## config.mk

```make
export PLATFORM = sky130hd
export DESIGN_NAME = mem_map_fetch
export DESIGN_NICKNAME = d
export VERILOG_FILES = /design/src/include/mem_map_pkg.sv /design/src/logic/byte_fifo.sv /design/src/logic/mem_map_fetch.sv
export SDC_FILE = /design/constraint.sdc
export NUM_CORES = 1
export LEC_CHECK = 0
export ABC_AREA = 1
export BUFFER_PORTS_ARGS = -buffer_cell sky130_fd_sc_hd__buf_2
export CORE_ASPECT_RATIO = 1.5
export CORE_MARGIN = 5
export CORE_UTILIZATION = 47
export DETAILED_ROUTE_END_ITERATION = 16
export PLACE_DENSITY = 0.73
export SYNTH_ARGS = -nofsm -noshare
export SYNTH_HDL_FRONTEND = slang
export SYNTH_HIERARCHICAL = 1
export SYNTH_SLANG_ARGS = --single-unit
export TNS_END_PERCENT = 30
```

## constraint.sdc

```tcl
create_clock -name mclk -period 3.7 [get_ports mclk]
set_input_delay 1.11 -clock mclk [delete_from_list [all_inputs] [get_ports mclk]]
set_output_delay 1.11 -clock mclk [all_outputs]
set_load 0.03 [all_outputs]
```

## src/include/mem_map_pkg.sv

```systemverilog
package mem_map_pkg;

    // ****************************************
    // Address spaces
    // ****************************************
    localparam logic [7:0]  DIRECT_RAM_TOP   = 8'h7F;
    localparam logic [7:0]  BIT_RAM_BASE     = 8'h20;
    localparam logic [7:0]  BIT_RAM_LIMIT    = 8'h7F;
    localparam int          BANK_LSB         = 3;
    localparam int          BANK_MSB         = 4;
    localparam logic [15:0] FLASH_TOP_SMALL  = 16'h5FFF;
    localparam logic [15:0] FLASH_TOP_LARGE  = 16'h7FFF;
    localparam logic [15:0] VECTOR_TOP       = 16'h0052;
    localparam logic [15:0] BOOT_BASE        = 16'hF800;
    localparam logic [15:0] ID_TOP           = 16'h01FF;
    localparam logic [15:0] FACTORY_ID_TOP   = 16'h007F;
    localparam logic [15:0] EXTRA_RAM_TOP    = 16'h03FF;
    localparam logic [15:0] EXTRA_RAM_STEP   = 16'h0100;

    // ****************************************
    // Fetch timing
    // ****************************************
    localparam int          CLOCK_MHZ        = 20;
    localparam int          SLOT_CYCLES      = 3;
    localparam logic [1:0]  PHASE_LAST       = 2'(SLOT_CYCLES - 1);
    localparam logic [1:0]  COMPAT_FETCH     = 2'(SLOT_CYCLES);
    localparam logic [1:0]  FAST_FETCH       = 2'h1;
    localparam int          FIFO_DEPTH       = 8;
    localparam int          FIFO_WIDTH       = 8;

    // ****************************************
    // Enumerations
    // ****************************************
    typedef enum logic [1:0] {
        ACC_DIRECT   = 2'b00,
        ACC_INDIRECT = 2'b01,
        ACC_REGISTER = 2'b10,
        ACC_BIT      = 2'b11
    } access_kind_t;

    typedef enum logic [1:0] {
        FETCH_IDLE     = 2'b00,
        FETCH_INTERNAL = 2'b01,
        FETCH_EXT_WAIT = 2'b10,
        FETCH_EXT_RUN  = 2'b11
    } fetch_state_t;

endpackage

```

## src/logic/byte_fifo.sv

```systemverilog
module byte_fifo #(
    parameter int WIDTH = 8,
    parameter int DEPTH = 8
) (
    // Clock and reset
    input  wire logic             mclk,
    input  wire logic             reset_n,
    // Fill side
    input  wire logic             inValid,
    output logic                  inReady,
    input  wire logic [WIDTH-1:0] inData,
    // Drain side
    output logic                  outValid,
    input  wire logic             outReady,
    output logic [WIDTH-1:0]      outData
);
    localparam int AW = $clog2(DEPTH);

    logic [WIDTH-1:0] store [DEPTH];
    logic [AW-1:0]    wrPtr;
    logic [AW-1:0]    rdPtr;
    logic [AW:0]      count;
    wire              doPush = inValid && inReady;
    wire              doPop  = outValid && outReady;

    assign inReady  = count != (AW+1)'(DEPTH);
    assign outValid = count != '0;
    assign outData  = store[rdPtr];

    always_ff @(posedge mclk) begin
        if (!reset_n) begin
            wrPtr <= '0;
            rdPtr <= '0;
            count <= '0;
        end else begin
            if (doPush) wrPtr <= (wrPtr == AW'(DEPTH - 1)) ? '0 : wrPtr + 1'b1;
            if (doPop) rdPtr <= (rdPtr == AW'(DEPTH - 1)) ? '0 : rdPtr + 1'b1;
            count <= count + (AW+1)'(doPush) - (AW+1)'(doPop);
        end
    end

    // Storage has no reset: only entries below count are ever read
    always_ff @(posedge mclk) begin
        if (doPush) store[wrPtr] <= inData;
    end
endmodule

```

## src/logic/mem_map_fetch.sv

```systemverilog
module mem_map_fetch (
    // Clock and reset
    input  wire logic                  mclk,
    input  wire logic                  reset_n,
    // Configuration
    input  wire logic                  fastMode,
    input  wire logic                  smallFlash,
    input  wire logic                  latch_strobe_disable,
    input  wire logic [2:0]            extra_ram_size,
    input  wire logic                  securityActive,
    input  wire logic [7:0]            program_status_word,
    // Internal data access decode
    input  wire mem_map_pkg::access_kind_t accKind,
    input  wire logic [7:0]            accAddr,
    output logic                       ramSelect,
    output logic                       ioSelect,
    output logic [7:0]                 ramAddr,
    output logic [7:0]                 ioAddr,
    output logic [2:0]                 bitPos,
    // External data space decode
    input  wire logic [15:0]           dataAddr,
    output logic                       extraRamSelect,
    output logic                       externalDataSelect,
    // Signature and boot space decode
    input  wire logic                  idRequest,
    input  wire logic                  idWrite,
    input  wire logic [15:0]           idAddr,
    output logic                       idReadEnable,
    output logic                       idWriteEnable,
    output logic                       factoryIdSelect,
    input  wire logic [15:0]           bootAddr,
    output logic                       bootSelect,
    // Code fetch request
    input  wire logic                  fetchRequest,
    input  wire logic [15:0]           fetchAddr,
    output logic                       fetchBusy,
    output logic                       vectorFetch,
    // Internal flash
    output logic                       flashRead,
    output logic [15:0]                flashAddr,
    input  wire logic [7:0]            flashData,
    // Fetched byte stream
    output logic                       codeValid,
    input  wire logic                  codeReady,
    output logic [7:0]                 codeByte,
    // External program memory pins
    output logic                       addressLatchStrobe,
    output logic                       addressLatchDrive,
    output logic                       programStoreStrobe_n,
    output logic [7:0]                 portTwo,
    output logic [7:0]                 portZeroOut,
    output logic                       portZeroOe,
    input  wire logic [7:0]            portZeroIn
);

    // ****************************************
    // Internal data decode
    // ****************************************
    wire        isDirect   = accKind == mem_map_pkg::ACC_DIRECT;
    wire        isIndirect = accKind == mem_map_pkg::ACC_INDIRECT;
    wire        isRegister = accKind == mem_map_pkg::ACC_REGISTER;
    wire        isBit      = accKind == mem_map_pkg::ACC_BIT;
    wire        lowHalf    = accAddr <= mem_map_pkg::DIRECT_RAM_TOP;
    wire [1:0]  bank       = program_status_word[mem_map_pkg::BANK_MSB:mem_map_pkg::BANK_LSB];
    wire [7:0]  regAddr    = {3'h0, bank, accAddr[2:0]};
    wire [7:0]  bitRamAddr = mem_map_pkg::BIT_RAM_BASE + {4'h0, accAddr[6:3]};
    wire [7:0]  bitIoAddr  = {accAddr[7:3], 3'h0};
    // Indirect ignores the upper half split: no I/O register is ever reached
    wire        next_ramSelect = isIndirect || isRegister
                                 || (isDirect && lowHalf)
                                 || (isBit && lowHalf);
    wire        next_ioSelect  = (isDirect || isBit) && !lowHalf;
    wire [7:0]  next_ramAddr   = isRegister ? regAddr
                               : (isBit ? bitRamAddr : accAddr);
    wire [7:0]  next_ioAddr    = isBit ? bitIoAddr : accAddr;

    // ****************************************
    // External data, signature and boot decode
    // ****************************************
    wire [15:0] extraLimit = 16'({extra_ram_size, 8'h00}) + mem_map_pkg::EXTRA_RAM_STEP;
    wire [15:0] extraTop   = (extraLimit > mem_map_pkg::EXTRA_RAM_TOP)
                           ? mem_map_pkg::EXTRA_RAM_TOP + 16'h0001 : extraLimit;
    wire        next_extraRam = dataAddr < extraTop;
    wire        idInRange     = idAddr <= mem_map_pkg::ID_TOP;
    wire        next_idRead   = idRequest && !idWrite && idInRange;
    wire        next_idWrite  = idRequest && idWrite && idInRange && !securityActive;
    wire        next_bootSel  = bootAddr >= mem_map_pkg::BOOT_BASE;

    always_ff @(posedge mclk) begin
        if (!reset_n) begin
            ramSelect          <= 1'b0;
            ioSelect           <= 1'b0;
            ramAddr            <= 8'h00;
            ioAddr             <= 8'h00;
            bitPos             <= 3'h0;
            extraRamSelect     <= 1'b0;
            externalDataSelect <= 1'b0;
            idReadEnable       <= 1'b0;
            idWriteEnable      <= 1'b0;
            factoryIdSelect    <= 1'b0;
            bootSelect         <= 1'b0;
        end else begin
            ramSelect          <= next_ramSelect;
            ioSelect           <= next_ioSelect;
            ramAddr            <= next_ramAddr;
            ioAddr             <= next_ioAddr;
            bitPos             <= accAddr[2:0];
            extraRamSelect     <= next_extraRam;
            externalDataSelect <= !next_extraRam;
            idReadEnable       <= next_idRead;
            idWriteEnable      <= next_idWrite;
            factoryIdSelect    <= idAddr <= mem_map_pkg::FACTORY_ID_TOP;
            bootSelect         <= next_bootSel;
        end
    end

    // ****************************************
    // Fetch sequencing
    // ****************************************
    mem_map_pkg::fetch_state_t state;
    mem_map_pkg::fetch_state_t next_state;
    logic [1:0]  phase;
    logic [1:0]  waitCount;
    logic [15:0] heldAddr;
    logic        pushValid;
    logic [7:0]  pushData;
    wire         fifoReady;

    wire [15:0] flashTop  = smallFlash ? mem_map_pkg::FLASH_TOP_SMALL
                                       : mem_map_pkg::FLASH_TOP_LARGE;
    // Only the address and smallFlash decide: no pin can push a flash address outside
    wire        goExternal = fetchAddr > flashTop;
    // A push still on its way has not reached the buffer count yet
    wire        accept     = state == mem_map_pkg::FETCH_IDLE && fetchRequest
                             && fifoReady && !pushValid;
    wire        phaseEnd   = phase == mem_map_pkg::PHASE_LAST;
    wire [1:0]  next_phase = phaseEnd ? 2'h0 : phase + 2'h1;
    // Compat internal fetch matches the three-clock external slot
    wire [1:0]  intCycles  = fastMode ? mem_map_pkg::FAST_FETCH
                                      : mem_map_pkg::COMPAT_FETCH;
    wire        intDone    = state == mem_map_pkg::FETCH_INTERNAL && waitCount == 2'h1;
    wire        extCapture = state == mem_map_pkg::FETCH_EXT_RUN && phaseEnd;
    wire        extSlotNext = (state == mem_map_pkg::FETCH_EXT_WAIT && phaseEnd)
                            || (state == mem_map_pkg::FETCH_EXT_RUN && !phaseEnd);

    always_comb begin
        next_state = state;
        case (state)
            mem_map_pkg::FETCH_IDLE: begin
                if (accept)
                    next_state = goExternal ? mem_map_pkg::FETCH_EXT_WAIT
                                            : mem_map_pkg::FETCH_INTERNAL;
            end
            mem_map_pkg::FETCH_INTERNAL: begin
                if (intDone) next_state = mem_map_pkg::FETCH_IDLE;
            end
            mem_map_pkg::FETCH_EXT_WAIT: begin
                if (phaseEnd) next_state = mem_map_pkg::FETCH_EXT_RUN;
            end
            mem_map_pkg::FETCH_EXT_RUN: begin
                if (phaseEnd) next_state = mem_map_pkg::FETCH_IDLE;
            end
            default: next_state = mem_map_pkg::FETCH_IDLE;
        endcase
    end

    always_ff @(posedge mclk) begin
        if (!reset_n) begin
            state     <= mem_map_pkg::FETCH_IDLE;
            phase     <= 2'h0;
            waitCount <= 2'h0;
            heldAddr  <= 16'h0000;
        end else begin
            state <= next_state;
            phase <= next_phase;
            if (accept) heldAddr <= fetchAddr;
            if (accept) waitCount <= intCycles;
            else if (waitCount != 2'h0) waitCount <= waitCount - 2'h1;
        end
    end

    // One fetch in flight, so a slot checked at accept cannot vanish
    always_ff @(posedge mclk) begin
        if (!reset_n) begin
            pushValid   <= 1'b0;
            pushData    <= 8'h00;
            fetchBusy   <= 1'b0;
            vectorFetch <= 1'b0;
            flashRead   <= 1'b0;
            flashAddr   <= 16'h0000;
        end else begin
            pushValid   <= intDone || extCapture;
            pushData    <= extCapture ? portZeroIn : flashData;
            fetchBusy   <= next_state != mem_map_pkg::FETCH_IDLE;
            vectorFetch <= accept && fetchAddr <= mem_map_pkg::VECTOR_TOP;
            flashRead   <= accept && !goExternal;
            if (accept) flashAddr <= fetchAddr;
        end
    end

    // ****************************************
    // External strobes and ports
    // ****************************************
    // Strobe keeps running between fetches unless disabled
    wire aleRunning = !latch_strobe_disable || extSlotNext;

    always_ff @(posedge mclk) begin
        if (!reset_n) begin
            addressLatchStrobe   <= 1'b1;
            addressLatchDrive    <= 1'b0;
            programStoreStrobe_n <= 1'b1;
            portTwo              <= 8'h00;
            portZeroOut          <= 8'h00;
            portZeroOe           <= 1'b0;
        end else begin
            addressLatchStrobe   <= aleRunning ? (next_phase == 2'h0) : 1'b1;
            addressLatchDrive    <= aleRunning;
            programStoreStrobe_n <= !(extSlotNext && next_phase != 2'h0);
            if (extSlotNext && next_phase == 2'h0) begin
                portTwo     <= heldAddr[15:8];
                portZeroOut <= heldAddr[7:0];
            end
            portZeroOe <= extSlotNext && next_phase == 2'h0;
        end
    end

    // ****************************************
    // Fetched byte buffer
    // ****************************************
    // Fast mode fills slower externally: each byte costs a full slot
    byte_fifo #(
        .WIDTH (mem_map_pkg::FIFO_WIDTH),
        .DEPTH (mem_map_pkg::FIFO_DEPTH)
    ) codeBuffer (
        .mclk     (mclk),
        .reset_n  (reset_n),
        .inValid  (pushValid),
        .inReady  (fifoReady),
        .inData   (pushData),
        .outValid (codeValid),
        .outReady (codeReady),
        .outData  (codeByte)
    );
endmodule

```

## Word-level counts from Yosys, hierarchy flattened

Memory sizes are Yosys's and may differ from the RTL's. A register that Yosys moved wholly into a read port is not among the register bits.
Index checks and enable logic that the tools add are counted.

| storage, ports and cells | value |
|---|---|
| memories kept | 1 |
| flip-flop bits (word level) | 91 |
| bits in writable memories | 64 |
| output and inout bits | 75 |

Memory list:

| memory | words | bits a word | rd ports | clocked after Yosys merged registers in | write ports | line | text |
|---|---|---|---|---|---|---|---|
| codeBuffer.store | 8 | 8 | 1 | 1 | 1 | byte_fifo.sv:19 | `logic [WIDTH-1:0] store [DEPTH];` |

| operators by class | value |
|---|---|
| muxes and demuxes | 21 |
| reduce and logical (&&, ||, !) cells | 48 |
| magnitude comparators | 8 |
| equality and inequality tests | 11 |
| add/sub/neg operators | 8 |
| bitwise logic cells | 1 |

Operator list:

| kind | count |
|---|---|
| <= comparator 16 x 7 -> 1 bit (second input constant) | 2 |
| logical AND 1 bit | 21 |
| two-way mux 2 bit | 9 |
| greater-or-equal comparator 16 bit (second input constant) | 1 |
| greater-than comparator 16 x 15 -> 1 bit | 1 |
| <= comparator 16 x 9 -> 1 bit (second input constant) | 1 |
| less-than comparator 16 x 12 -> 1 bit | 1 |
| two-way mux 8 bit | 2 |
| two-way mux 14 bit | 1 |
| adder 11 x 9 -> 12 bit (second input constant) | 1 |
| greater-than comparator 12 x 10 -> 1 bit (second input constant) | 1 |
| two-way mux 12 bit | 1 |
| two-way mux 3 bit | 4 |
| == test 2 bit (second input constant) | 5 |
| zero test 1 bit | 9 |
| <= comparator 8 x 7 -> 1 bit (second input constant) | 1 |
| one-hot mux 2 bit (4 select lines) | 1 |
| nonzero test 2 bit | 4 |
| adder 6 x 4 -> 7 bit (first input constant) | 1 |
| logical OR 1 bit | 7 |
| adder 3 x 1 -> 3 bit (second input constant) | 2 |
| == test 2 x 1 -> 1 bit (second input constant) | 3 |
| == test 3 bit (second input constant) | 2 |
| zero test 2 bit | 3 |
| other kinds (11) | 13 |

## Depth between registers and ports, before layout

Gate-level depths: netlist of run 1.

| depth | value |
|---|---|
| depth in word-level cells | 7 |
| gate-level depth with buffers | 12 |
| depth with buffers taken out | 11 |

## Hierarchy

The synthesis of run 1 kept the hierarchy.

By module, submodules not included:

| module | sequential area each (um2) | times used | cells each | area an instance (um2) |
|---|---|---|---|---|
| byte_fifo | 2182.1 | 1 | 371 | 3559.7 |
| mem_map_fetch | 1621.6 | 1 | 388 | 3128.0 |

## Least setup slack after synthesis of run 1

No wires, ideal clock.

| timing path | value |
|---|---|
| path type | input -> register |
| start point | input codeReady |
| end point | register codeBuffer.count[1] |
| arrival time | 2269 ps |
| stages | 7 |
| path slack | 1321 ps |
| path through | a21boi_2 > ha_1 > inv_1 > ha_1 > fa_1 > nand2_1 > inv_1 |

| between the ends | value |
|---|---|
| longest elaborated chain between the ends | 2 |

Ends and longest elaborated chain:

| element | line | text |
|---|---|---|
| start, declared | mem_map_fetch.sv:44 | `input wire logic codeReady,` |
| logical AND 1 bit | byte_fifo.sv:24 | `wire doPop = outValid && outReady;` |
| subtractor 4 x 1 -> 4 bit | byte_fifo.sv:38 | `count <= count + (AW+1)'(doPush) - (AW+1)'(doPop);` |
| end signal, assigned | byte_fifo.sv:38 |  |
| end, declared | byte_fifo.sv:22 | `logic [AW:0] count;` |

No other way between the ends.
A chain may end at the register's enable or synchronous reset.

==> results.txt, run 1 <==
- Status: finished, final reports clean
- Summed over all cells, the static leakage comes to 0.004047 µW.
* Final clock period utilization by the worst path: 84.54%
- Number of violations of the max-capacitance limit: 0
* Iteration count of the initial detailed-routing pass: 5
- Setup repair after global routing left no endpoint under its margin.
- Post-DP HPWL: 10,630 µm
- Number of antenna violations at the first check in global routing: 3
- Sequential elements use 56.88% of the synthesized area.
* Nature of the critical path endpoint: primary output
* Shortest clock period the worst path allows after layout: 3.128 ns
* Startpoint of the lowest-slack hold path: portTwo[0]
- Synthesized-area fraction occupied by xor and xnor cells: 0.1310%
- The worst setup path is of the flop to primary output kind.
- Area growth syn-to-layout: 22.06%
* Largest net degree at the start of global routing: 48
- The synthesized netlist devotes 7.016% of its cell area to compound gates.
* Number of gates resized after cts: 0
- Kind of launch point of the worst setup path: flop
- Clock tree root driver cell: sky130_fd_sc_hd__clkbuf_16
- Across the routed clock network, the largest skew measured is 0.008939 ns.
- VDD sags by at most 0.3922 mV.
- Counting along the longest clock path gives a buffer depth of 2.
- Number of flip-flops and latches in the synthesized netlist: 158
- The floorplan step set the die height to 156.1 µm.
- A synthesized cell averages 8.811 µm².
- The number of nets in the synthesized netlist is 891.
- Setup Viol. Count Final: 0
- Final Hold Viols: 0
* Worst hold path class: flop to flop
- Once layout is done, the placed cells without fillers occupy 8163 µm².
- In the layout the commonest cells are 172 x sky130_fd_sc_hd__nand2_1, 153 x sky130_fd_sc_hd__buf_2, 129 x sky130_fd_sc_hd__inv_1.
* Fin Setup TNS: 0 ns
* Via count: 5,242
- For this configuration, the core starts out at a cell density of 47.80%.
- Total number of placement rows: 53
- Startpoint of the worst register-to-register path: codeBuffer/count[2]
* Skew-Pair Late Insertion Delay: 0.42 ns
- Remaining antenna violation count after routing: 0
* Post-route DRC violation count: 0
- Once placement finished, the instance area stood at 7577 µm².
- Number of buffers created by CTS: 17
- Data on the critical path arrives at its endpoint at 2.02 ns.
- The clock net in this run drives a total of 158 sinks.
- After clock tree synthesis, the flow added hold-fix buffers numbering 0.
* Fmax: 319.7 MHz
- After detailed routing, the average wire length per cell comes to 13.24 µm.
* Ys flop type: sky130_fd_sc_hd__dfxtp_1
- TritonCTS clock tree: built
- Post-CTS setup buffer count: 0
- For this run, the number of Yosys warnings is 6.
- Ranking of synthesized cells by area: sky130_fd_sc_hd__edfxtp_1 29%, sky130_fd_sc_hd__dfxtp_1 28%, sky130_fd_sc_hd__nand2_1 9.7%
- Core Box Area: 13,990 µm²
* Worst Hold Slack: 0.4430 ns
- Clock-pin slew was measured on the worst setup and hold paths at 0.07 ns.
- NumNets Final: 1,048
* Worst relative slew slack: 60.10%
* Fraction of registers with async set or reset after synthesis: 0%
- After synthesis, the largest family of logic cells by area is simple AND/OR/NAND/NOR gates.
- Yosys mapped a number of flops with a built-in enable equal to 64.
* Data required time of the worst path: 2.59 ns
- Number of pins with negative max-slew slack in the final report: 0
- Yosys mapped the design onto 39 distinct sky130hd cell types.
- The first global-routing pass estimated 23,810 µm of wire.
- 186 I/O pins were placed.
* Share of synthesized area spent on multiplexers: 0%
- After the first detailed-routing iteration, the DRC count stood at 230.
- Cells after synthesis: 759
* Fraction of synthesized cell area taken by the top area cell type: 28.74%
- Ratio of cells with drive above 1 in the final layout: 23.68%
- Number of global-route vias before repair: 4,995
* Overall fraction of global-route tracks in use: 18.20%
* Area of the mapped netlist: 6688 µm²
* Total routed wirelength: 14,860 µm
- P per Cell Area: 623.4 nW/µm²
* Final weighted congestion in routability-driven placement: 0.8062
* Register-to-Register Setup Slack: 1.70 ns
- Of all nets on the critical path, the largest fanout is 32.
* Yosys top cell by area: sky130_fd_sc_hd__edfxtp_1
- The layout has 1,218 filler cells.
- Die boundary width: 107.4 µm
- Total grt overflow: 0
- Area fraction in and, or, nand and nor cells after synthesis: 21.31%
- CTS built an H-tree with a depth of 4.
- Most common library cell in the layout ignoring fill and taps: sky130_fd_sc_hd__nand2_1
- Dividing the detail-routed via count by the number of cells gives 4.672.
- The count of buffers added on input and output ports is 153.
* Worst slew pin tran: 0.5977 ns
- Synthesized-area fraction occupied by adder cells: 4.041%
- Die area: 16,760 µm²
routing by layer:
| layer | vias to the layer above | track usage, % | wire length [µm] |
|---|---|---|---|
| li1 | 2712 | - | - |
| met1 | 2347 | 18.16 | 5363 |
| met2 | 154 | 33.75 | 8028 |
| met3 | 25 | 6.335 | 1131 |
| met4 | 4 | 7.882 | 318 |
| met5 | - | 0 | 14 |
cells in the mapped netlist (2+ instances only):
| master | instances |
|---|---|
| sky130_fd_sc_hd__buf_2 | 4 |
| sky130_fd_sc_hd__a21oi_2 | 3 |
| sky130_fd_sc_hd__or2_2 | 2 |
| sky130_fd_sc_hd__o21a_1 | 5 |
| sky130_fd_sc_hd__nand3_1 | 47 |
| sky130_fd_sc_hd__nor4_1 | 3 |
| sky130_fd_sc_hd__nand3b_1 | 2 |
| sky130_fd_sc_hd__nor2_1 | 78 |
| sky130_fd_sc_hd__nand2_2 | 3 |
| sky130_fd_sc_hd__o21ai_0 | 30 |
| sky130_fd_sc_hd__nand2_1 | 172 |
| sky130_fd_sc_hd__clkbuf_1 | 7 |
| sky130_fd_sc_hd__nand4_1 | 3 |
| sky130_fd_sc_hd__nor2_4 | 2 |
| sky130_fd_sc_hd__buf_6 | 7 |
| sky130_fd_sc_hd__dfxtp_1 | 94 |
| sky130_fd_sc_hd__inv_4 | 2 |
| sky130_fd_sc_hd__edfxtp_1 | 64 |
| sky130_fd_sc_hd__buf_4 | 6 |
| sky130_fd_sc_hd__nand2_4 | 3 |
| sky130_fd_sc_hd__a21oi_1 | 27 |
| sky130_fd_sc_hd__nor3_1 | 13 |
| sky130_fd_sc_hd__o21ai_2 | 2 |
| sky130_fd_sc_hd__inv_1 | 129 |
| sky130_fd_sc_hd__nor2_2 | 3 |
| sky130_fd_sc_hd__o21ai_1 | 14 |
| sky130_fd_sc_hd__ha_1 | 20 |
| sky130_fd_sc_hd__inv_2 | 3 |
state kept, by name (all words and copies together) (netlist names), 4 cells and up, named ones only:
| name | cells |
|---|---|
| flashAddr | 16 |
| portZeroOut | 8 |
| ioAddr | 8 |
| pushData | 8 |
| portTwo | 8 |
| ramAddr | 8 |
| codeBuffer/store | 64 |
| codeBuffer/count | 4 |
power breakdown:
part	switching, µW	total (µW)	internal (µW)
Combinational	877	1300	420
Clock	694	1690	1000
Sequential	140	2100	1960
area by class of cell:
type / count / area [µm²] / area share [%]
antenna: 1 / 2.502 / 0.03066
clock buffer: 17 / 425.4 / 5.212
clock inverter: 15 / 157.7 / 1.931
inverter: 134 / 508.0 / 6.223
multi-input combinational: 441 / 2177 / 26.67
sequential: 158 / 3804 / 46.60
tap: 192 / 240.2 / 2.943
timing repair buffer: 164 / 848.3 / 10.39
path summary, 6_finish.rpt:
| check | to | cells past startpoint |
|---|---|---|
| worst max-delay path | codeByte[6] | 7 |
| worst max register to register | codeBuffer/count[1] | 10 |
| worst min register to register | portTwo[0] | 2 |
| worst min-delay path | portTwo[0] | 2 |
logic make-up (layout without fill, tap and decap cells):
| logic type | Yosys count | after routing |
|---|---|---|
| buf+inv | 160 | 330 |
| other cells | 1 | 2 |
| xor+xnor | 1 | 1 |
| compound gates | 85 | 85 |
| flops | 158 | 158 |
| simple gates | 333 | 333 |
| fa+ha+maj | 21 | 21 |
worst max-delay path: stages (launching register included):
cell	delay, ns
sky130_fd_sc_hd__dfxtp_1	0.70
sky130_fd_sc_hd__inv_4	0.27
sky130_fd_sc_hd__nand2_1	0.12
sky130_fd_sc_hd__nand3_1	0.08
sky130_fd_sc_hd__nand2_1	0.09
sky130_fd_sc_hd__nand2_1	0.05
sky130_fd_sc_hd__nand2_1	0.09
sky130_fd_sc_hd__buf_2	0.20
metrics by stage:
| step | total power [µW] | utilization, % | cells | worst slack (ns) |
|---|---|---|---|---|
| after detailed placement | 3445 | 54.15 | 1089 | 0.9981 |
| after global placement | 3424 | 54.15 | 1089 | 0.9796 |
| after floorplan | 3122 | - | 759 | 1.321 |
| after global routing | 5384 | 58.34 | 1122 | 0.3783 |
| after CTS | 5139 | 58.32 | 1121 | 0.5383 |
| final | 5089 | 58.34 | 1122 | 0.5720 |
No activity file was read; power rests on OpenSTA's default activity.
==> run 2: changes to the inputs <==
ABC_AREA = 0   (was 1)
PLACE_DENSITY = 0.74   (was 0.73)
clock period = 3.2 ns   (was 3.7 ns; I/O delays follow)
==> run 2 against run 1 <==
Effect of this change:
- worst setup slack worse by 0.39 ns
- die area shrank 6.7%
- sequential share of layout area is 3.1 points higher
- sequential power up 11%
- first-iteration DRC count down 50%
- clock skew is 0.0015 ns higher
- cell count fell by 26%
- clock power rose by 14%
- critical path type unchanged
- largest cell class unchanged
==> results.txt, run 2 <==
- The number of warnings printed during yosys synthesis came to 6 (unchanged).
- Number of violations of the max-capacitance limit: 0 (unchanged)
- Total grt overflow: 0 (unchanged)
- TritonCTS clock tree: built
* First-iteration detailed-routing DRC count: 114 (-50%)
- The worst endpoint data arrival time is 2.06 ns (+0.04 ns).
* Diodes inserted: 0 (-1)
- Number of pins with negative max-slew slack in the final report: 0 (unchanged)
- The remaining antenna violation count came to 0 (unchanged).
- Worst relative slew slack: 31.69% (-28 points)
- Clock Sink Count: 158 (unchanged)
- The number of hold violations in the final report was 0 (unchanged).
* Setup repair after global routing missed its margin: no
- The number of clock buffers inserted by TritonCTS came to 17 (unchanged).
- The tightest min-delay check is of the flop to flop type.
- The post-synthesis area per instance was 12.45 µm² (+41%).
- The number of buffers on the longest clock path is 2 (unchanged).
- Synthesized-area fraction occupied by adder cells: 4.357% (+0.32 points)
* Worst Hold Slack: 0.4757 ns (+0.03271 ns)
* Hold Crit Endpoint: flashAddr[11]
- Synthesized-area fraction occupied by xor and xnor cells: 0.5649% (+0.43 points)
- In the layout the commonest cells are 153 x sky130_fd_sc_hd__buf_2, 94 x sky130_fd_sc_hd__dfxtp_1, 75 x sky130_fd_sc_hd__nand2_1.
* Avg Vias per Cell: 5.151 (+10%)
- The post-synthesis register bit count came to 158 (unchanged).
* Number of global-route vias before repair: 4,511 (-9.7%)
- The placer's final routability congestion estimate is 0.7846 (-2.7%).
- The number of setup buffers added after CTS was 0 (unchanged).
- The wire length of the first global-routing pass came to 21,560 µm (-9.4%).
- The number of unique standard cell types used by synthesis was 46 (+18%).
- The number of instances in the synthesized netlist came to 498 (-34%).
* Starting density of the core: 47.88% (+0.084 points)
* Area after DPL: 7089 µm² (-6.4%)
* Nature of the critical path endpoint: primary output
- Number of enable flip-flop cells after synthesis: 64 (unchanged)
- Via count: 4,265 (-19%)
- The largest voltage drop on the vdd net came to 0.3679 mV (-6.2%).
* Cell Int Power: 3736 µW (+11%)
* Most instantiated library cell after synthesis: sky130_fd_sc_hd__dfxtp_1
- Leaving out fill and tap cells, the most frequent cell in the layout is sky130_fd_sc_hd__buf_2.
* Combinational family with the most area after synthesis: simple AND/OR/NAND/NOR gates
- The slack of the worst reg-to-reg path is 0.68 ns (-1.02 ns).
- Skew-Pair Late Insertion Delay: 0.42 ns (about the same)
- Share of total power in sequential cells: 44.5% (+3.3 points)
* Shortest clock period the worst path allows after layout: 3.015 ns
* Area fraction in and, or, nand and nor cells after synthesis: 13.60% (-7.7 points)
* Startpoint of the worst register-to-register path: codeBuffer/count[2]
* Die boundary width: 103.8 µm (-3.4%)
- Summed area of non-filler cells in the final layout: 7656 µm² (-6.2%)
- The flow ran to the end, and the final reports show no timing, DRC or antenna violations.
* Iteration count of the initial detailed-routing pass: 4 (-1)
- Fraction of synthesized cell area taken by the top area cell type: 30.99% (+2.2 points)
- Top register by number of flip-flops: codeBuffer/store
* Share of the yosys chip area belonging to registers: 61.33% (+4.5 points)
* Largest net degree at the start of global routing: 34 (-29%)
* Post-DP HPWL: 9889 µm (-7.0%)
* Setup Viol. Count Final: 0 (unchanged)
* P per Cell Area: 686.6 nW/µm² (+10%)
- Kind of launch point of the worst setup path: flop
* Area of the mapped netlist: 6202 µm² (-7.3%)
* Worst slew pin tran: 1.025 ns (+0.4270 ns)
* Max FO, Critical Path: 16 (-50%)
- Die area: 15,640 µm² (-6.7%)
* Quantity of I/O buffers inserted on ports: 153 (unchanged)
- Post-route DRC violation count: 0 (unchanged)
- The fraction of layout cells with a size suffix above 1 was 31.39% (+7.7 points).
* Number of fillers in the final layout: 1,055 (-13%)
- The combinational share of power came to 19.1% (-6.4 points).
- Relative to the synthesized area, the layout overhead comes to 23.44%.
- Reported leakage power: 0.003242 µW (-20%)
- By count the netlist is led by 94 x sky130_fd_sc_hd__dfxtp_1, 75 x sky130_fd_sc_hd__nand2_1, 64 x sky130_fd_sc_hd__edfxtp_1.
- The compound-gate portion of the synthesized area came to 4.317% (-2.7 points).
- The net count of the mapped netlist is 630 (-29%).
- Overall Power: 5257 µW (+3.3%)
- CTS clk-pin slew, worst paths: 0.06 ns (about the same)
- The vertical extent of the die is 150.7 µm (-3.5%).
* Ys flop type: sky130_fd_sc_hd__dfxtp_1
- Derived from the worst setup path, the maximum achievable clock frequency is 331.7 MHz.
* Average detailed-routed wire length per instance: 16.06 µm (+21%)
- The biggest area contributor in the post-synthesis netlist is sky130_fd_sc_hd__edfxtp_1.
- Clock tree root driver cell: sky130_fd_sc_hd__clkbuf_16
- Power dissipated by switching net loads: 1521 µW (-11%)
- Share of synthesized area spent on multiplexers: 12.53% (+13 points)
- Final clock period utilization by the worst path: 94.22%
- The portion of total power attributed to the clock network was 36.4% (+3.1 points).
- Number of gates resized after cts: 0 (unchanged)
- The global-route total usage across every layer was 17.40% (-0.81 points).
* Ranking of synthesized cells by area: sky130_fd_sc_hd__edfxtp_1 31%, sky130_fd_sc_hd__dfxtp_1 30%, sky130_fd_sc_hd__mux4_1 6.4%
- The count of hold buffers inserted by post-cts repair came to 0 (unchanged).
- The fraction of registers with async set/reset is 0% (unchanged).
* Largest register FFs: 64 (unchanged)
- The worst register-to-register path ends at codeBuffer/count[2].
- The largest registers in the layout are codeBuffer/store x64, flashAddr x16.
- Sw Share: 28.93% (-4.7 points)
* Startpoint of the lowest-slack hold path: flashAddr[11]
* R2R cell count: 10 (unchanged)
- The cell row count was 51 (-3.8%).
* Fin Setup TNS: 0 ns (unchanged)
- Data required time of the worst path: 2.24 ns (-0.35 ns)
- WHS Path Cells: 2 (unchanged)
* Total routed wirelength: 13,300 µm (-11%)
* Clock Skew: 0.01046 ns (+0.001524 ns)
* Finished Core Util: 59.10% (+0.77 points)
- NumNets Final: 788 (-25%)
* H-tree depth: 4 (unchanged)
* Number of antenna violations at the first check in global routing: 0 (-3)
- By startpoint and endpoint, the worst setup path is classified as flop to primary output.
- Total I/O pin count: 186 (unchanged)
- The placeable core area came to 12,950 µm² (-7.4%).
[run 2: kinds of logic after synthesis]
| kind of cell | after synthesis |
|---|---|
| DFF | 158 |
| AOI/OAI and AO/OA | 47 |
| other | 1 |
| xor gates and xnor gates | 4 |
| muxes | 51 |
| adders and majority gates | 21 |
| and+or+nand+nor | 180 |
| buffers and inverters | 36 |
[run 2: stage by stage]
stage | std cells | worst slack [ns]
6_report | 828 | 0.1849
3_5_place_dp | 796 | 0.5918
2_1_floorplan | 498 | 0.6018
4_1_cts | 828 | 0.1444
3_3_place_gp | 796 | 0.6244
5_1_grt | 828 | 0.09022
[run 2: layout make-up]
type,count,area (µm²),area share (%)
clock buffer,18,439.2,5.736
clock inverter,14,127.6,1.667
inverter,11,41.29,0.5393
multi-input combinational,304,2197,28.70
sequential,158,3804,49.68
tap,159,198.9,2.598
timing repair buffer,164,848.3,11.08
[run 2: critical path, stage by stage (launching register included)]
cell	delay [ns]
sky130_fd_sc_hd__dfxtp_1	0.30
sky130_fd_sc_hd__buf_4	0.27
sky130_fd_sc_hd__mux4_1	0.60
sky130_fd_sc_hd__mux2_2	0.28
sky130_fd_sc_hd__buf_2	0.18
[run 2: routing by layer]
| metal | track usage, % | share of wire, % | vias up |
|---|---|---|---|
| met3 | 6.607 | 8.3 | 23 |
| li1 | - | - | 2089 |
| met4 | 6.416 | 1.8 | 0 |
| met2 | 32.06 | 53 | 153 |
| met1 | 17.83 | 37 | 2000 |
| met5 | 0 | 0 | - |
[run 2: worst max-delay path by stage]
stage                                     end  slack [ns]  cells after the start
after global placement            codeByte[2]        0.62                      4
after CTS                         codeByte[1]        0.14                      4
after global routing              codeByte[1]        0.09                      4
final                             codeByte[2]        0.18                      4
after detailed placement          codeByte[1]        0.59                      4
after floorplan           codeBuffer/count[2]        0.60                     11
[run 2: power groups by stage]
| stage | clock network (µW) | registers, µW | logic, µW |
|---|---|---|---|
| 6_report | 1920 | 2340 | 1000 |
| 5_1_grt | 2050 | 2360 | 1110 |
| 4_1_cts | 1960 | 2340 | 1020 |
| 3_5_place_dp | 0 | 2380 | 1020 |
| 3_3_place_gp | 0 | 2370 | 976 |
| 2_1_floorplan | 0 | 2450 | 681 |
==> run 3: changes to the inputs <==
CTS_CLUSTER_DIAMETER = 60   (was not set)
REMOVE_ABC_BUFFERS = 1   (was not set)
==> run 3 against run 2 <==
Effect of this change:
- clock power up 3%
- die area unchanged
- largest cell class unchanged
- fmax decreased by 1.2%
- routed wire length increased by 6.4%
- largest power group unchanged
- worst hold slack lost 0.0047 ns
- critical path depth stayed put
- global-route usage up 0.79 points
==> results.txt, run 3 (synthesis results as in run 2) <==
- The number of instances resized during post-cts repair is 0 (unchanged).
- The number of optimization iterations in the first detailed-route pass is 5 (+1).
- Most common library cell in the layout ignoring fill and taps: sky130_fd_sc_hd__buf_2
- Number of antenna violations at the first check in global routing: 1 (+1)
- Clock Skew: 0.006313 ns (-0.004151 ns)
* NumNets Final: 788 (unchanged)
* Number of pins with negative max-slew slack in the final report: 0 (unchanged)
- Area growth syn-to-layout: 24.09%
- The number of setup buffers added after CTS is 0 (unchanged).
- Peak ir drop on the vdd network: 0.4416 mV (+20%)
* Diodes inserted: 0 (unchanged)
* Sw Share: 28.09% (-0.84 points)
- Total number of placement rows: 51 (unchanged)
* Largest delay share family, worst path: multiplexers
- Die area: 15,640 µm² (unchanged)
* Crit path cell chain: buf_4, mux4_1, mux2_2, buf_2
- The total non-filler cell area in the finished layout came to 7696 µm² (+0.52%).
- On the critical path, the stage with the largest delay is an instance of sky130_fd_sc_hd__mux4_1.
- Arrival time of data at the critical path endpoint: 2.09 ns (+0.03 ns)
- Setup repair after global routing missed its margin: no
* Detailed-routed wire length on met3: 1047 µm (-5.2%)
- The boundary pin count was 186 (unchanged).
- Data required time of the worst path: 2.24 ns (about the same)
- Share of total power in sequential cells: 43.8% (-0.7 points)
- Shortest clock period the worst path allows after layout: 3.053 ns (+0.03764 ns)
- The share of the clock period used by the worst path is 95.40% (+1.2 points).
- First-iteration detailed-routing DRC count: 122 (+7.0%)
- Number of violations of the max-capacitance limit: 0 (unchanged)
- The total congestion overflow came to 0 (unchanged).
* Starting density of the core: 47.88% (unchanged)
- The tightest min-delay check is of the flop to flop type.
- The cell leakage power was 0.003247 µW (+0.17%).
- Worst slew pin tran: 0.8796 ns (-0.1451 ns)
* Area after DPL: 7102 µm² (+0.18%)
- Status: finished, final reports clean
* P per Cell Area: 693.0 nW/µm² (+0.93%)
- The timing-limited maximum frequency is 327.6 MHz (-1.2%).
- Top register by number of flip-flops: codeBuffer/store
- The total met2 wirelength after detailed routing came to 7466 µm (+6.0%).
* Final weighted congestion in routability-driven placement: 0.8189 (+4.4%)
* Power dissipated by switching net loads: 1498 µW (-1.5%)
* Largest register FFs: 64 (unchanged)
- Nature of the critical path endpoint: primary output
- Wire length on met1: 5355 µm (+9.3%)
- The maximum number of pins on one net before global-route repair was 50 (+47%).
* Fraction of power consumed by the clock network: 37.1% (+0.7 points)
- Setup Viol. Count Final: 0 (unchanged)
- The worst setup path is launched from a flop.
- The detail-routed via count per cell came to 5.220 (+1.3%).
* Category of the critical setup timing path: flop to primary output
* Largest registers in the final layout: codeBuffer/store x64, flashAddr x16
* Remaining antenna violation count after routing: 0 (unchanged)
- Overall fraction of global-route tracks in use: 18.19% (+0.79 points)
- Number of buffers created by CTS: 17 (unchanged)
- Leaving out fill and tap cells, the most frequent cells in the layout are 153 x sky130_fd_sc_hd__buf_2, 94 x sky130_fd_sc_hd__dfxtp_1, 75 x sky130_fd_sc_hd__nand2_1.
- The total of buffers placed on input and output ports was 153 (unchanged).
- TritonCTS clock tree: built
- Post-DP HPWL: 10,180 µm (+2.9%)
- H-tree depth: 4 (unchanged)
- The die width was 103.8 µm (unchanged).
- The clock slew seen by the registers of the worst setup and hold paths is 0.06 ns (about the same).
- The fraction of layout cells with a size suffix above 1 is 31.54% (+0.15 points).
- Final Hold Viols: 0 (unchanged)
* Die Ht: 150.7 µm (unchanged)
- The tightest slew margin relative to the limit came to 41.14% (+9.5 points).
- Fin Setup TNS: 0 ns (unchanged)
- Fraction of power consumed by combinational cells: 19.0% (about the same)
* Average detailed-routed wire length per instance: 17.08 µm (+6.4%)
* Core Box Area: 12,950 µm² (unchanged)
- Max FO, Critical Path: 16 (unchanged)
* Clock tree root driver cell: sky130_fd_sc_hd__clkbuf_16
- Number of global-route vias before repair: 4,758 (+5.5%)
- Post-route DRC violation count: 0 (unchanged)
* Max Buffers Root-to-Sink: 2 (unchanged)
* Clock Sink Count: 158 (unchanged)
* Number of buffers and inverters on the critical path: 2 (unchanged)
* DR top layer: met5
- The via count came to 4,322 (+1.3%).
* Maximum cell stage delay along the critical path: 0.60 ns (about the same)
- Number of hold buffers added after cts: 0 (unchanged)
- The wire length of the first global-routing pass was 22,510 µm (+4.4%).
* Skew-Pair Late Insertion Delay: 0.41 ns (about the same)
* Cell Int Power: 3835 µW (+2.7%)
- Total routed wirelength: 14,150 µm (+6.4%)
[run 3: path summary, 6_finish.rpt]
path | start | end | slack [ns] | cells past startpoint
max | flop | codeByte[4] | 0.15 | 4
max reg2reg | codeBuffer/count[2] | codeBuffer/count[2] | 0.73 | 10
min | flashAddr[2] | flashAddr[2] | 0.47 | 2
min reg2reg | flashAddr[2] | flashAddr[2] | 0.47 | 2
[run 3: tightest hold or removal path, stage by stage (launching register included)]
cell	delay [ns]
sky130_fd_sc_hd__dfxtp_1	0.32
sky130_fd_sc_hd__nand2_1	0.05
sky130_fd_sc_hd__a21oi_1	0.05
[run 3: power groups by stage]
| stage | clock [µW] | sequential (µW) | combinational (µW) |
|---|---|---|---|
| 2_1_floorplan | 0 | 2490 | 581 |
| 3_3_place_gp | 0 | 2370 | 983 |
| 3_5_place_dp | 0 | 2380 | 1020 |
| 4_1_cts | 2020 | 2340 | 1030 |
| 5_1_grt | 2110 | 2360 | 1130 |
| 6_report | 1980 | 2340 | 1020 |
[run 3: area by class of cell]
class | instances | area, µm²
clock buffer | 19 | 457.9
clock inverter | 13 | 136.4
fill | 1073 | 5258
inverter | 11 | 41.29
multi-input combinational | 304 | 2197
sequential | 158 | 3804
tap | 159 | 198.9
timing repair buffer | 164 | 860.8
[run 3: layer usage]
layer  track usage (%)  vias to the layer above
li1                  -                     2084
met1             18.64                     2054
met2             33.27                      160
met3             7.036                       22
met4             6.999                        2
met5                 0                        -
[run 3: through the flow]
step           hold WS, ns  instances  power [µW]  setup slack (ns)  util (%)
6_report            0.4710        828        5333            0.1472     59.41
3_5_place_dp        0.4639        796        3404            0.5989     54.82
5_1_grt             0.5017        828        5588           0.08255     59.41
2_1_floorplan       0.4330        473        3067            0.5723         -
3_3_place_gp        0.4496        796        3353            0.6165     54.82
4_1_cts             0.4737        828        5386            0.1134     59.41
